## config.mk

```make
export PLATFORM = sky130hd
export DESIGN_NAME = serial_device_end_flat
export DESIGN_NICKNAME = d
export VERILOG_FILES = /design/src/verilog/serial_pkg.sv /design/src/verilog/serial_link_if.sv /design/src/verilog/serial_device_end.sv /design/src/flat_wrapper.sv
export SDC_FILE = /design/constraint.sdc
export NUM_CORES = 1
export LEC_CHECK = 0
export BUFFER_PORTS_ARGS = -buffer_cell sky130_fd_sc_hd__buf_2
export CAP_MARGIN = 15
export CELL_PAD_IN_SITES_DETAIL_PLACEMENT = 2
export CELL_PAD_IN_SITES_GLOBAL_PLACEMENT = 2
export CORE_MARGIN = 1
export CORE_UTILIZATION = 40
export CTS_CLUSTER_DIAMETER = 30
export CTS_CLUSTER_SIZE = 12
export DETAILED_ROUTE_END_ITERATION = 12
export GPL_TIMING_DRIVEN = 0
export PLACE_DENSITY = 0.95
export SYNTH_ARGS = -nofsm -noshare
export SYNTH_HDL_FRONTEND = slang
export SYNTH_SLANG_ARGS = --single-unit
```

## constraint.sdc

```tcl
create_clock -name CORE_CLK -period 5.5 [get_ports CORE_CLK]
set_clock_uncertainty 0.1 [all_clocks]
set_input_delay 0.275 -clock CORE_CLK [delete_from_list [all_inputs] [get_ports CORE_CLK]]
set_output_delay 0.275 -clock CORE_CLK [all_outputs]
set_load 0.02 [all_outputs]
```

## src/verilog/serial_pkg.sv

```systemverilog
// Shared constants and types for the dual asynchronous serial ports
package serial_pkg;
	// Core clock and permitted baud range
	localparam int          CLK_HZ     = 100_000_000;
	localparam int          BAUD_MIN   = 300;
	localparam int          BAUD_MAX   = 600_000;
	localparam int          DIV_W      = 20;
	// Bit period in core cycles: fastest rate rounds down, slowest as well
	localparam logic [19:0] DIV_MIN    = 20'(CLK_HZ / BAUD_MAX);
	localparam logic [19:0] DIV_MAX    = 20'(CLK_HZ / BAUD_MIN);
	// Frame layout
	localparam int          DATA_BITS  = 8;
	localparam logic [2:0]  LAST_BIT   = 3'h7;
	localparam logic        START_LVL  = 1'b0;
	localparam logic        STOP_LVL   = 1'b1;
	localparam logic        IDLE_LVL   = 1'b1;
	// Receive buffer
	localparam logic [1:0]  BUF_DEPTH  = 2'h2;
	localparam int          PORTS      = 2;
	// Serialiser and deserialiser states
	typedef enum logic [1:0] {
		ST_IDLE,
		ST_START,
		ST_DATA,
		ST_STOP
	} bit_state_t;
endpackage

```

## src/verilog/serial_link_if.sv

```systemverilog
// Four serial lines joining the device end and the host end
interface serial_link_if;
	logic port_zero_transmit;
	logic port_zero_receive;
	logic port_one_transmit;
	logic port_one_receive;

	// Device drives its transmit lines, host drives the device's receive lines
	modport device (
		output port_zero_transmit,
		output port_one_transmit,
		input  port_zero_receive,
		input  port_one_receive
	);
	modport host (
		input  port_zero_transmit,
		input  port_one_transmit,
		output port_zero_receive,
		output port_one_receive
	);
endinterface

```

## src/verilog/serial_device_end.sv

```systemverilog
// Device end: one serial channel engine and the two-port device top
//
// Overview of operation
// Two independent ports, each with own lines
// Each port full duplex, 8-bit words
// Frame: eight data, no parity, one stop
// Per-port baud from 300 to 600K
// Single-byte or background buffered receive mode
// Start bit low, data, stop bit high
// Data bits go out least significant first
// Port zero serves loader until application runs
// Firmware image loads through port zero only
// Idle high; start edge; mid-bit sampling

module serial_channel (
	input  wire logic                      clk,
	input  wire logic                      rst_n,
	input  wire logic [serial_pkg::DIV_W-1:0] div_sel,
	input  wire logic                      buffered,
	input  wire logic [7:0]                tx_data,
	input  wire logic                      tx_valid,
	output logic                           tx_ready,
	output logic                           line_tx,
	input  wire logic                      line_rx,
	output logic [7:0]                     rx_data,
	output logic                           rx_valid,
	input  wire logic                      rx_ready,
	output logic                           rx_overrun,
	output logic                           rx_frame_err
);
	logic [serial_pkg::DIV_W-1:0] period;
	logic [serial_pkg::DIV_W-1:0] half;
	serial_pkg::bit_state_t       tx_st;
	serial_pkg::bit_state_t       next_tx_st;
	logic [serial_pkg::DIV_W-1:0] tx_cnt;
	logic [serial_pkg::DIV_W-1:0] next_tx_cnt;
	logic [2:0]                   tx_bit;
	logic [2:0]                   next_tx_bit;
	logic [7:0]                   tx_shift;
	logic [7:0]                   next_tx_shift;
	logic                         next_line_tx;
	serial_pkg::bit_state_t       rx_st;
	serial_pkg::bit_state_t       next_rx_st;
	logic [serial_pkg::DIV_W-1:0] rx_cnt;
	logic [serial_pkg::DIV_W-1:0] next_rx_cnt;
	logic [2:0]                   rx_bit;
	logic [2:0]                   next_rx_bit;
	logic [7:0]                   rx_shift;
	logic [7:0]                   next_rx_shift;
	logic                         rx_prev;
	logic                         push;
	logic                         frame_bad;
	logic [7:0]                   ent [2];
	logic [7:0]                   next_ent [2];
	logic [1:0]                   occ;
	logic [1:0]                   next_occ;
	logic [1:0]                   occ_left;
	logic                         pop;
	logic                         accept;
	logic                         next_overrun;

	// Out-of-range divisors are clamped so a bad setting cannot stall a port
	always_comb begin
		if (div_sel < serial_pkg::DIV_MIN) begin
			period = serial_pkg::DIV_MIN;
		end else if (div_sel > serial_pkg::DIV_MAX) begin
			period = serial_pkg::DIV_MAX;
		end else begin
			period = div_sel;
		end
		half = period >> 1;
	end

	// Transmit serialiser next state
	always_comb begin
		next_tx_st    = tx_st;
		next_tx_cnt   = tx_cnt;
		next_tx_bit   = tx_bit;
		next_tx_shift = tx_shift;
		next_line_tx  = line_tx;
		case (tx_st)
			serial_pkg::ST_IDLE: begin
				next_line_tx = serial_pkg::IDLE_LVL;
				if (tx_valid) begin
					next_tx_shift = tx_data;
					next_tx_cnt   = period - 1'b1;
					next_line_tx  = serial_pkg::START_LVL;
					next_tx_st    = serial_pkg::ST_START;
				end
			end
			serial_pkg::ST_START: begin
				if (tx_cnt == '0) begin
					next_line_tx = tx_shift[0];
					next_tx_bit  = 3'h0;
					next_tx_cnt  = period - 1'b1;
					next_tx_st   = serial_pkg::ST_DATA;
				end else begin
					next_tx_cnt = tx_cnt - 1'b1;
				end
			end
			serial_pkg::ST_DATA: begin
				if (tx_cnt == '0) begin
					next_tx_cnt = period - 1'b1;
					if (tx_bit == serial_pkg::LAST_BIT) begin
						next_line_tx = serial_pkg::STOP_LVL;
						next_tx_st   = serial_pkg::ST_STOP;
					end else begin
						next_tx_shift = tx_shift >> 1;
						next_line_tx  = tx_shift[1];
						next_tx_bit   = tx_bit + 1'b1;
					end
				end else begin
					next_tx_cnt = tx_cnt - 1'b1;
				end
			end
			serial_pkg::ST_STOP: begin
				if (tx_cnt == '0) begin
					next_tx_st = serial_pkg::ST_IDLE;
				end else begin
					next_tx_cnt = tx_cnt - 1'b1;
				end
			end
			default: begin
				next_tx_st   = serial_pkg::ST_IDLE;
				next_line_tx = serial_pkg::IDLE_LVL;
			end
		endcase
	end

	// Transmitter takes a byte only between frames
	assign tx_ready = (tx_st == serial_pkg::ST_IDLE);

	// Transmit serialiser registers
	always_ff @(posedge clk or negedge rst_n) begin
		if (!rst_n) begin
			tx_st    <= serial_pkg::ST_IDLE;
			tx_cnt   <= '0;
			tx_bit   <= 3'h0;
			tx_shift <= 8'h00;
			line_tx  <= 1'b1;
		end else begin
			tx_st    <= next_tx_st;
			tx_cnt   <= next_tx_cnt;
			tx_bit   <= next_tx_bit;
			tx_shift <= next_tx_shift;
			line_tx  <= next_line_tx;
		end
	end

	// Receive deserialiser next state; runs alongside the transmitter
	always_comb begin
		next_rx_st    = rx_st;
		next_rx_cnt   = rx_cnt;
		next_rx_bit   = rx_bit;
		next_rx_shift = rx_shift;
		push          = 1'b0;
		frame_bad     = 1'b0;
		case (rx_st)
			serial_pkg::ST_IDLE: begin
				if (rx_prev && !line_rx) begin
					next_rx_cnt = half - 1'b1;
					next_rx_st  = serial_pkg::ST_START;
				end
			end
			serial_pkg::ST_START: begin
				if (rx_cnt == '0) begin
					// A start bit gone high at mid-bit was a glitch
					if (line_rx == serial_pkg::START_LVL) begin
						next_rx_bit = 3'h0;
						next_rx_cnt = period - 1'b1;
						next_rx_st  = serial_pkg::ST_DATA;
					end else begin
						next_rx_st = serial_pkg::ST_IDLE;
					end
				end else begin
					next_rx_cnt = rx_cnt - 1'b1;
				end
			end
			serial_pkg::ST_DATA: begin
				if (rx_cnt == '0) begin
					next_rx_shift = {line_rx, rx_shift[7:1]};
					next_rx_cnt   = period - 1'b1;
					if (rx_bit == serial_pkg::LAST_BIT) begin
						next_rx_st = serial_pkg::ST_STOP;
					end else begin
						next_rx_bit = rx_bit + 1'b1;
					end
				end else begin
					next_rx_cnt = rx_cnt - 1'b1;
				end
			end
			serial_pkg::ST_STOP: begin
				if (rx_cnt == '0) begin
					next_rx_st = serial_pkg::ST_IDLE;
					push       = (line_rx == serial_pkg::STOP_LVL);
					frame_bad  = (line_rx != serial_pkg::STOP_LVL);
				end else begin
					next_rx_cnt = rx_cnt - 1'b1;
				end
			end
			default: begin
				next_rx_st = serial_pkg::ST_IDLE;
			end
		endcase
	end

	// Receive deserialiser registers
	always_ff @(posedge clk or negedge rst_n) begin
		if (!rst_n) begin
			rx_st        <= serial_pkg::ST_IDLE;
			rx_cnt       <= '0;
			rx_bit       <= 3'h0;
			rx_shift     <= 8'h00;
			rx_prev      <= 1'b1;
			rx_frame_err <= 1'b0;
		end else begin
			rx_st        <= next_rx_st;
			rx_cnt       <= next_rx_cnt;
			rx_bit       <= next_rx_bit;
			rx_shift     <= next_rx_shift;
			rx_prev      <= line_rx;
			rx_frame_err <= frame_bad;
		end
	end

	// Two-entry receive buffer; single-byte mode only accepts into an empty buffer
	always_comb begin
		pop         = rx_valid && rx_ready;
		occ_left    = occ - {1'b0, pop};
		accept      = push && (buffered ? (occ_left < serial_pkg::BUF_DEPTH)
		                                : (occ_left == 2'h0));
		next_ent[0] = pop ? ent[1] : ent[0];
		next_ent[1] = ent[1];
		if (accept) begin
			next_ent[occ_left[0]] = rx_shift;
		end
		next_occ     = occ_left + {1'b0, accept};
		next_overrun = push && !accept;
	end

	// Head entry drives the data output straight from a flop
	assign rx_valid = (occ != 2'h0);
	assign rx_data  = ent[0];

	// Receive buffer registers
	always_ff @(posedge clk or negedge rst_n) begin
		if (!rst_n) begin
			ent[0]     <= 8'h00;
			ent[1]     <= 8'h00;
			occ        <= 2'h0;
			rx_overrun <= 1'b0;
		end else begin
			ent[0]     <= next_ent[0];
			ent[1]     <= next_ent[1];
			occ        <= next_occ;
			rx_overrun <= next_overrun;
		end
	end
endmodule

module serial_device_end (
	input  wire logic                         CORE_CLK,
	input  wire logic                         RST_N,
	serial_link_if.device                     LINK,
	input  wire logic [1:0][serial_pkg::DIV_W-1:0] BAUD_DIV,
	input  wire logic [1:0]                   BUFFERED,
	input  wire logic [1:0][7:0]              TX_DATA,
	input  wire logic [1:0]                   TX_VALID,
	output logic [1:0]                        TX_READY,
	output logic [1:0][7:0]                   RX_DATA,
	output logic [1:0]                        RX_VALID,
	input  wire logic [1:0]                   RX_READY,
	output logic [1:0]                        RX_OVERRUN,
	output logic [1:0]                        RX_FRAME_ERR,
	input  wire logic                         APP_RUNNING,
	input  wire logic [7:0]                   LOADER_TX_DATA,
	input  wire logic                         LOADER_TX_VALID,
	output logic                              LOADER_TX_READY,
	output logic [7:0]                        LOADER_RX_DATA,
	output logic                              LOADER_RX_VALID,
	input  wire logic                         LOADER_RX_READY
);
	logic [1:0]      boot;
	logic [1:0]      line_tx;
	logic [1:0]      line_rx;
	logic [1:0][7:0] ch_tx_data;
	logic [1:0]      ch_tx_valid;
	logic [1:0]      ch_tx_ready;
	logic [1:0]      ch_rx_valid;
	logic [1:0]      ch_rx_ready;
	logic [1:0]      ch_buffered;

	// Only port zero is ever handed to the loader
	assign boot = {1'b0, ~APP_RUNNING};

	// Line mapping onto the link
	assign LINK.port_zero_transmit = line_tx[0];
	assign LINK.port_one_transmit  = line_tx[1];
	assign line_rx                 = {LINK.port_one_receive, LINK.port_zero_receive};

	// Loader handshake rides on port zero while booting
	assign LOADER_TX_READY = boot[0] & ch_tx_ready[0];
	assign LOADER_RX_VALID = boot[0] & ch_rx_valid[0];
	assign LOADER_RX_DATA  = RX_DATA[0];

	// One independent channel per port
	for (genvar i = 0; i < serial_pkg::PORTS; i++) begin : g_port
		// Boot forces buffering, so the loader can hold up to two unread bytes
		assign ch_buffered[i] = BUFFERED[i] | boot[i];
		assign ch_tx_data[i]  = boot[i] ? LOADER_TX_DATA : TX_DATA[i];
		assign ch_tx_valid[i] = boot[i] ? LOADER_TX_VALID : TX_VALID[i];
		assign ch_rx_ready[i] = boot[i] ? LOADER_RX_READY : RX_READY[i];
		assign TX_READY[i]    = ~boot[i] & ch_tx_ready[i];
		assign RX_VALID[i]    = ~boot[i] & ch_rx_valid[i];

		serial_channel u_chan (
			.clk          (CORE_CLK),
			.rst_n        (RST_N),
			.div_sel      (BAUD_DIV[i]),
			.buffered     (ch_buffered[i]),
			.tx_data      (ch_tx_data[i]),
			.tx_valid     (ch_tx_valid[i]),
			.tx_ready     (ch_tx_ready[i]),
			.line_tx      (line_tx[i]),
			.line_rx      (line_rx[i]),
			.rx_data      (RX_DATA[i]),
			.rx_valid     (ch_rx_valid[i]),
			.rx_ready     (ch_rx_ready[i]),
			.rx_overrun   (RX_OVERRUN[i]),
			.rx_frame_err (RX_FRAME_ERR[i])
		);
	end
endmodule

```

## src/flat_wrapper.sv

```systemverilog
// flat-port wrapper written by rule: the top's interface ports become plain ports
module serial_device_end_flat 
  (CORE_CLK, RST_N, BAUD_DIV, BUFFERED, TX_DATA, TX_VALID, TX_READY, RX_DATA, RX_VALID, RX_READY, RX_OVERRUN, RX_FRAME_ERR, APP_RUNNING, LOADER_TX_DATA, LOADER_TX_VALID, LOADER_TX_READY, LOADER_RX_DATA, LOADER_RX_VALID, LOADER_RX_READY, LINK_port_zero_transmit, LINK_port_one_transmit, LINK_port_zero_receive, LINK_port_one_receive);
  serial_link_if LINK_i ();
  input  wire logic CORE_CLK;
  input  wire logic RST_N;
  input  wire logic [1:0][serial_pkg::DIV_W-1:0] BAUD_DIV;
  input  wire logic [1:0] BUFFERED;
  input  wire logic [1:0][7:0] TX_DATA;
  input  wire logic [1:0] TX_VALID;
  output logic [1:0] TX_READY;
  output logic [1:0][7:0] RX_DATA;
  output logic [1:0] RX_VALID;
  input  wire logic [1:0] RX_READY;
  output logic [1:0] RX_OVERRUN;
  output logic [1:0] RX_FRAME_ERR;
  input  wire logic APP_RUNNING;
  input  wire logic [7:0] LOADER_TX_DATA;
  input  wire logic LOADER_TX_VALID;
  output logic LOADER_TX_READY;
  output logic [7:0] LOADER_RX_DATA;
  output logic LOADER_RX_VALID;
  input  wire logic LOADER_RX_READY;
  output wire logic [$bits(LINK_i.port_zero_transmit)-1:0] LINK_port_zero_transmit;
  output wire logic [$bits(LINK_i.port_one_transmit)-1:0] LINK_port_one_transmit;
  input wire logic [$bits(LINK_i.port_zero_receive)-1:0] LINK_port_zero_receive;
  input wire logic [$bits(LINK_i.port_one_receive)-1:0] LINK_port_one_receive;
  assign LINK_port_zero_transmit = LINK_i.port_zero_transmit;
  assign LINK_port_one_transmit = LINK_i.port_one_transmit;
  assign LINK_i.port_zero_receive = LINK_port_zero_receive;
  assign LINK_i.port_one_receive = LINK_port_one_receive;
  serial_device_end u_core (.CORE_CLK(CORE_CLK), .RST_N(RST_N), .LINK(LINK_i), .BAUD_DIV(BAUD_DIV), .BUFFERED(BUFFERED), .TX_DATA(TX_DATA), .TX_VALID(TX_VALID), .TX_READY(TX_READY), .RX_DATA(RX_DATA), .RX_VALID(RX_VALID), .RX_READY(RX_READY), .RX_OVERRUN(RX_OVERRUN), .RX_FRAME_ERR(RX_FRAME_ERR), .APP_RUNNING(APP_RUNNING), .LOADER_TX_DATA(LOADER_TX_DATA), .LOADER_TX_VALID(LOADER_TX_VALID), .LOADER_TX_READY(LOADER_TX_READY), .LOADER_RX_DATA(LOADER_RX_DATA), .LOADER_RX_VALID(LOADER_RX_VALID), .LOADER_RX_READY(LOADER_RX_READY));
endmodule
```

==> impl_metrics.tcl <==
set metrics [dict create \
    drive_above_1_share 0.144 \
    track_usage 0.311 \
    worstReg2RegStart "u_core.g_port[1].u_chan.rx_cnt[2]" \
    synth_top_cell_by_area "dfrtp_1" \
    yosys_warnings 0 \
    power.leakage_uw 0.00588 \
    worst_pin_slew_ps 1180 \
    synthXorXnorAreaFrac 0.0540 \
    grt_first_pass_wirelength_mm 76.7 \
    max_freq_ghz 0.190 \
    p_sw_frac 0.306 \
    io_pins 113 \
    seqPwrFrac 0.450 \
    cts_resized 0 \
    synthMuxAreaShare 0.0647 \
    hold_class "input port to flop" \
    vias_per_cell 6.21 \
    die_w_um 179 \
    p_sw_uw 915 \
    area_growth_pct 13.0 \
    ys_types 79 \
    synth_edf_count 0 \
    htreeDepth 4 \
    min_to "u_core.g_port[1].u_chan.tx_shift[5]" \
    core_mm2 0.0307 \
    fin_tns_setup_ps 0 \
    overflow 0 \
    final_core_util 0.460 \
    cts_tree "done" \
    cts_num_sinks 176 \
    final.min_clock_period_ps 5250 \
    ys.flop_type "dfrtp_1" \
    cts.clk_slew.worst_paths_ps 70 \
    postSynthCellCount 1492 \
    critPathSlowestCell "o31ai_1" \
    pwr-share-clk 0.413 \
    drt_iter0_drc 875 \
    synth_top_family_by_area "simple AND/OR/NAND/NOR gates" \
    maxSlewViolCount 0 \
    numCtsBuffers 17 \
    pwr-share-comb 0.137 \
    synthMostInstantiatedCell "dfrtp_1" \
    rows 64 \
    drtAntennaViolNets 0 \
    path_class "input port to flop" \
    setup_viol 0 \
    antenna_found_initial 0 \
    initial_utilization 0.407 \
    yosys.area.top_type_share 0.344 \
    max_stage_delay_ps 890 \
    hold_violations 0 \
    synth_area_leaders "dfrtp_1, o21ai_0, nor2_1" \
    clock-root-buffer "clkbuf_16" \
    port_buffers 96 \
    setup.worst_path.start_class "input port" \
    required_ps 5770 \
    grt_max_degree 91 \
    critPathMaxFanout 9 \
    cap_violations 0 \
    finalCritPeriodShare 0.955 \
    drt-total-wl_mm 49.1 \
    synth_compound_area_frac 0.212 \
    crit_path_cell_trace "clkbuf_1, or4_1, nor2_1, o31ai_1, nor2_1, a21oi_1, ha_1, clkbuf_1, or4b_1, or3_1, nor2_1, nand2_1, nor4_1, xor2_1, a21oi_1, a211oi_1" \
    async_flop_share 1.00 \
    yosys.area_share.simple 0.218 \
    worstRegToRegCells 9 \
    fillers 3438 \
    die_h_um 179 \
    synth_seq_cells 176 \
    synth_common_cells "dfrtp_1, nor2_1, nand2_1" \
    dieArea_mm2 0.0319 \
    synth_nets 1611 \
    first_global_vias 13500 \
    avgSynthCellArea_um2 8.37 \
    fin_nets 1732 \
    status "completed" \
    place_inst 1985 \
    ir_worst_vdd_v 0.000248 \
    r2r_slack_ps 1530 \
    place_congestion 0.923 \
    slew_headroom 0.204 \
    final_cells 2023 \
    synth-seq-area-share 0.353 \
    cpMostUsedCell "nor2_1" \
    clockBufferDepth 2 \
    power_uw 2990 \
    synth_adder_area_share 0.0421 \
    drtPass1Iterations 4 \
    dp_hpwl_mm 35.7 \
    worstHoldPathCells 3 \
    p_int_uw 2070 \
    crit_arrival_ps 5520 \
    clk_latency_ps 470 \
    end_kind "flop" \
    min_from "TX_DATA[13]" \
    avgRoutedWirePerCell_um 24.3 \
    synthesis.area_mm2 0.0125 \
    vias 12600 \
    rsz0062_at_grt "false" \
    power_density_mw_per_mm2 212 \
    drc 0 \
]
[power by group through the flow]
| stage | logic (µW) | registers [µW] | clock network [µW] |
|---|---|---|---|
| floorplan | 230 | 1360 | 0 |
| global placement | 361 | 1370 | 0 |
| detailed placement | 394 | 1370 | 0 |
| CTS | 406 | 1350 | 1250 |
| global route | 442 | 1350 | 1290 |
| finish | 410 | 1350 | 1230 |
[cells by family after synthesis]
kind of cell               after synthesis
and+or+nand+nor                        550
AOI/OAI and AO/OA                      422
DFF                                    176
buffers and inverters                  149
xor gates and xnor gates                77
muxes                                   76
adders and majority gates               42
[final cells by class]
cell class	count	area (µm²)	area share
inverters	32	120	0.00851
clock buffers	19	443	0.0314
flip-flops and latches	176	4410	0.312
clock inverters	13	120	0.00851
repair buffers	102	563	0.0399
plain buffers	117	587	0.0416
well taps	396	495	0.0351
multi-input cells	1167	7380	0.523
diodes	1	2.50	0.000177
[routing by layer]
| metal | vias up | GRT usage | part of all wire |
|---|---|---|---|
| li1 | 5639 | - | - |
| met1 | 6440 | 0.364 | 0.41 |
| met2 | 364 | 0.570 | 0.52 |
| met3 | 118 | 0.0411 | 0.036 |
| met4 | 0 | 0.122 | 0.030 |
| met5 | - | 0 | 0 |
[through the flow]
step                cell area (µm²)  setup slack [ps]  hold slack (ps)
floorplan                     12500              1180             -121
global placement              13500               182              325
detailed placement            13500              1.18              238
CTS                           14100               429             19.3
global route                  14100              44.5             36.8
finish                        14100               245             26.5
[repair_timing]
item / 4_1_cts / 5_1_grt
setup buffers: 0 / 0
hold endpoints to repair: 87 / 0
hold buffers: 4 / 0
[how the worst max path moves through the flow]
stage | startpoint | to | depth (start not counted)
floorplan | BAUD_DIV[8] | u_core.g_port[0].u_chan.rx_cnt[9] | 16
global route | BAUD_DIV[31] | u_core.g_port[1].u_chan.rx_cnt[13] | 17
CTS | BAUD_DIV[6] | u_core.g_port[0].u_chan.rx_cnt[11] | 16
finish | BAUD_DIV[6] | u_core.g_port[0].u_chan.rx_cnt[11] | 16
detailed placement | BAUD_DIV[31] | u_core.g_port[1].u_chan.rx_cnt[13] | 17
global placement | BAUD_DIV[28] | u_core.g_port[1].u_chan.tx_cnt[12] | 14
[critical path, delay by kind of cell]
family | cells | cell delay [ps]
AO/OA/AOI/OAI | 4 | 1740
XOR/XNOR | 1 | 420
adder cells (fa/ha/maj) | 1 | 250
buffers and inverters | 2 | 710
AND/OR/NAND/NOR | 8 | 2100
[layout by cell type, fill, tap and decap left out, types with 41 or more instances in the layout]
cell type,n
dfrtp_1,172
nor2_1,154
nand2_1,149
o21ai_0,130
a21oi_1,108
buf_2,99
clkbuf_1,75
nor3_1,62
ha_1,42
nor4_1,41
No activity file was read; power rests on OpenSTA's default activity.
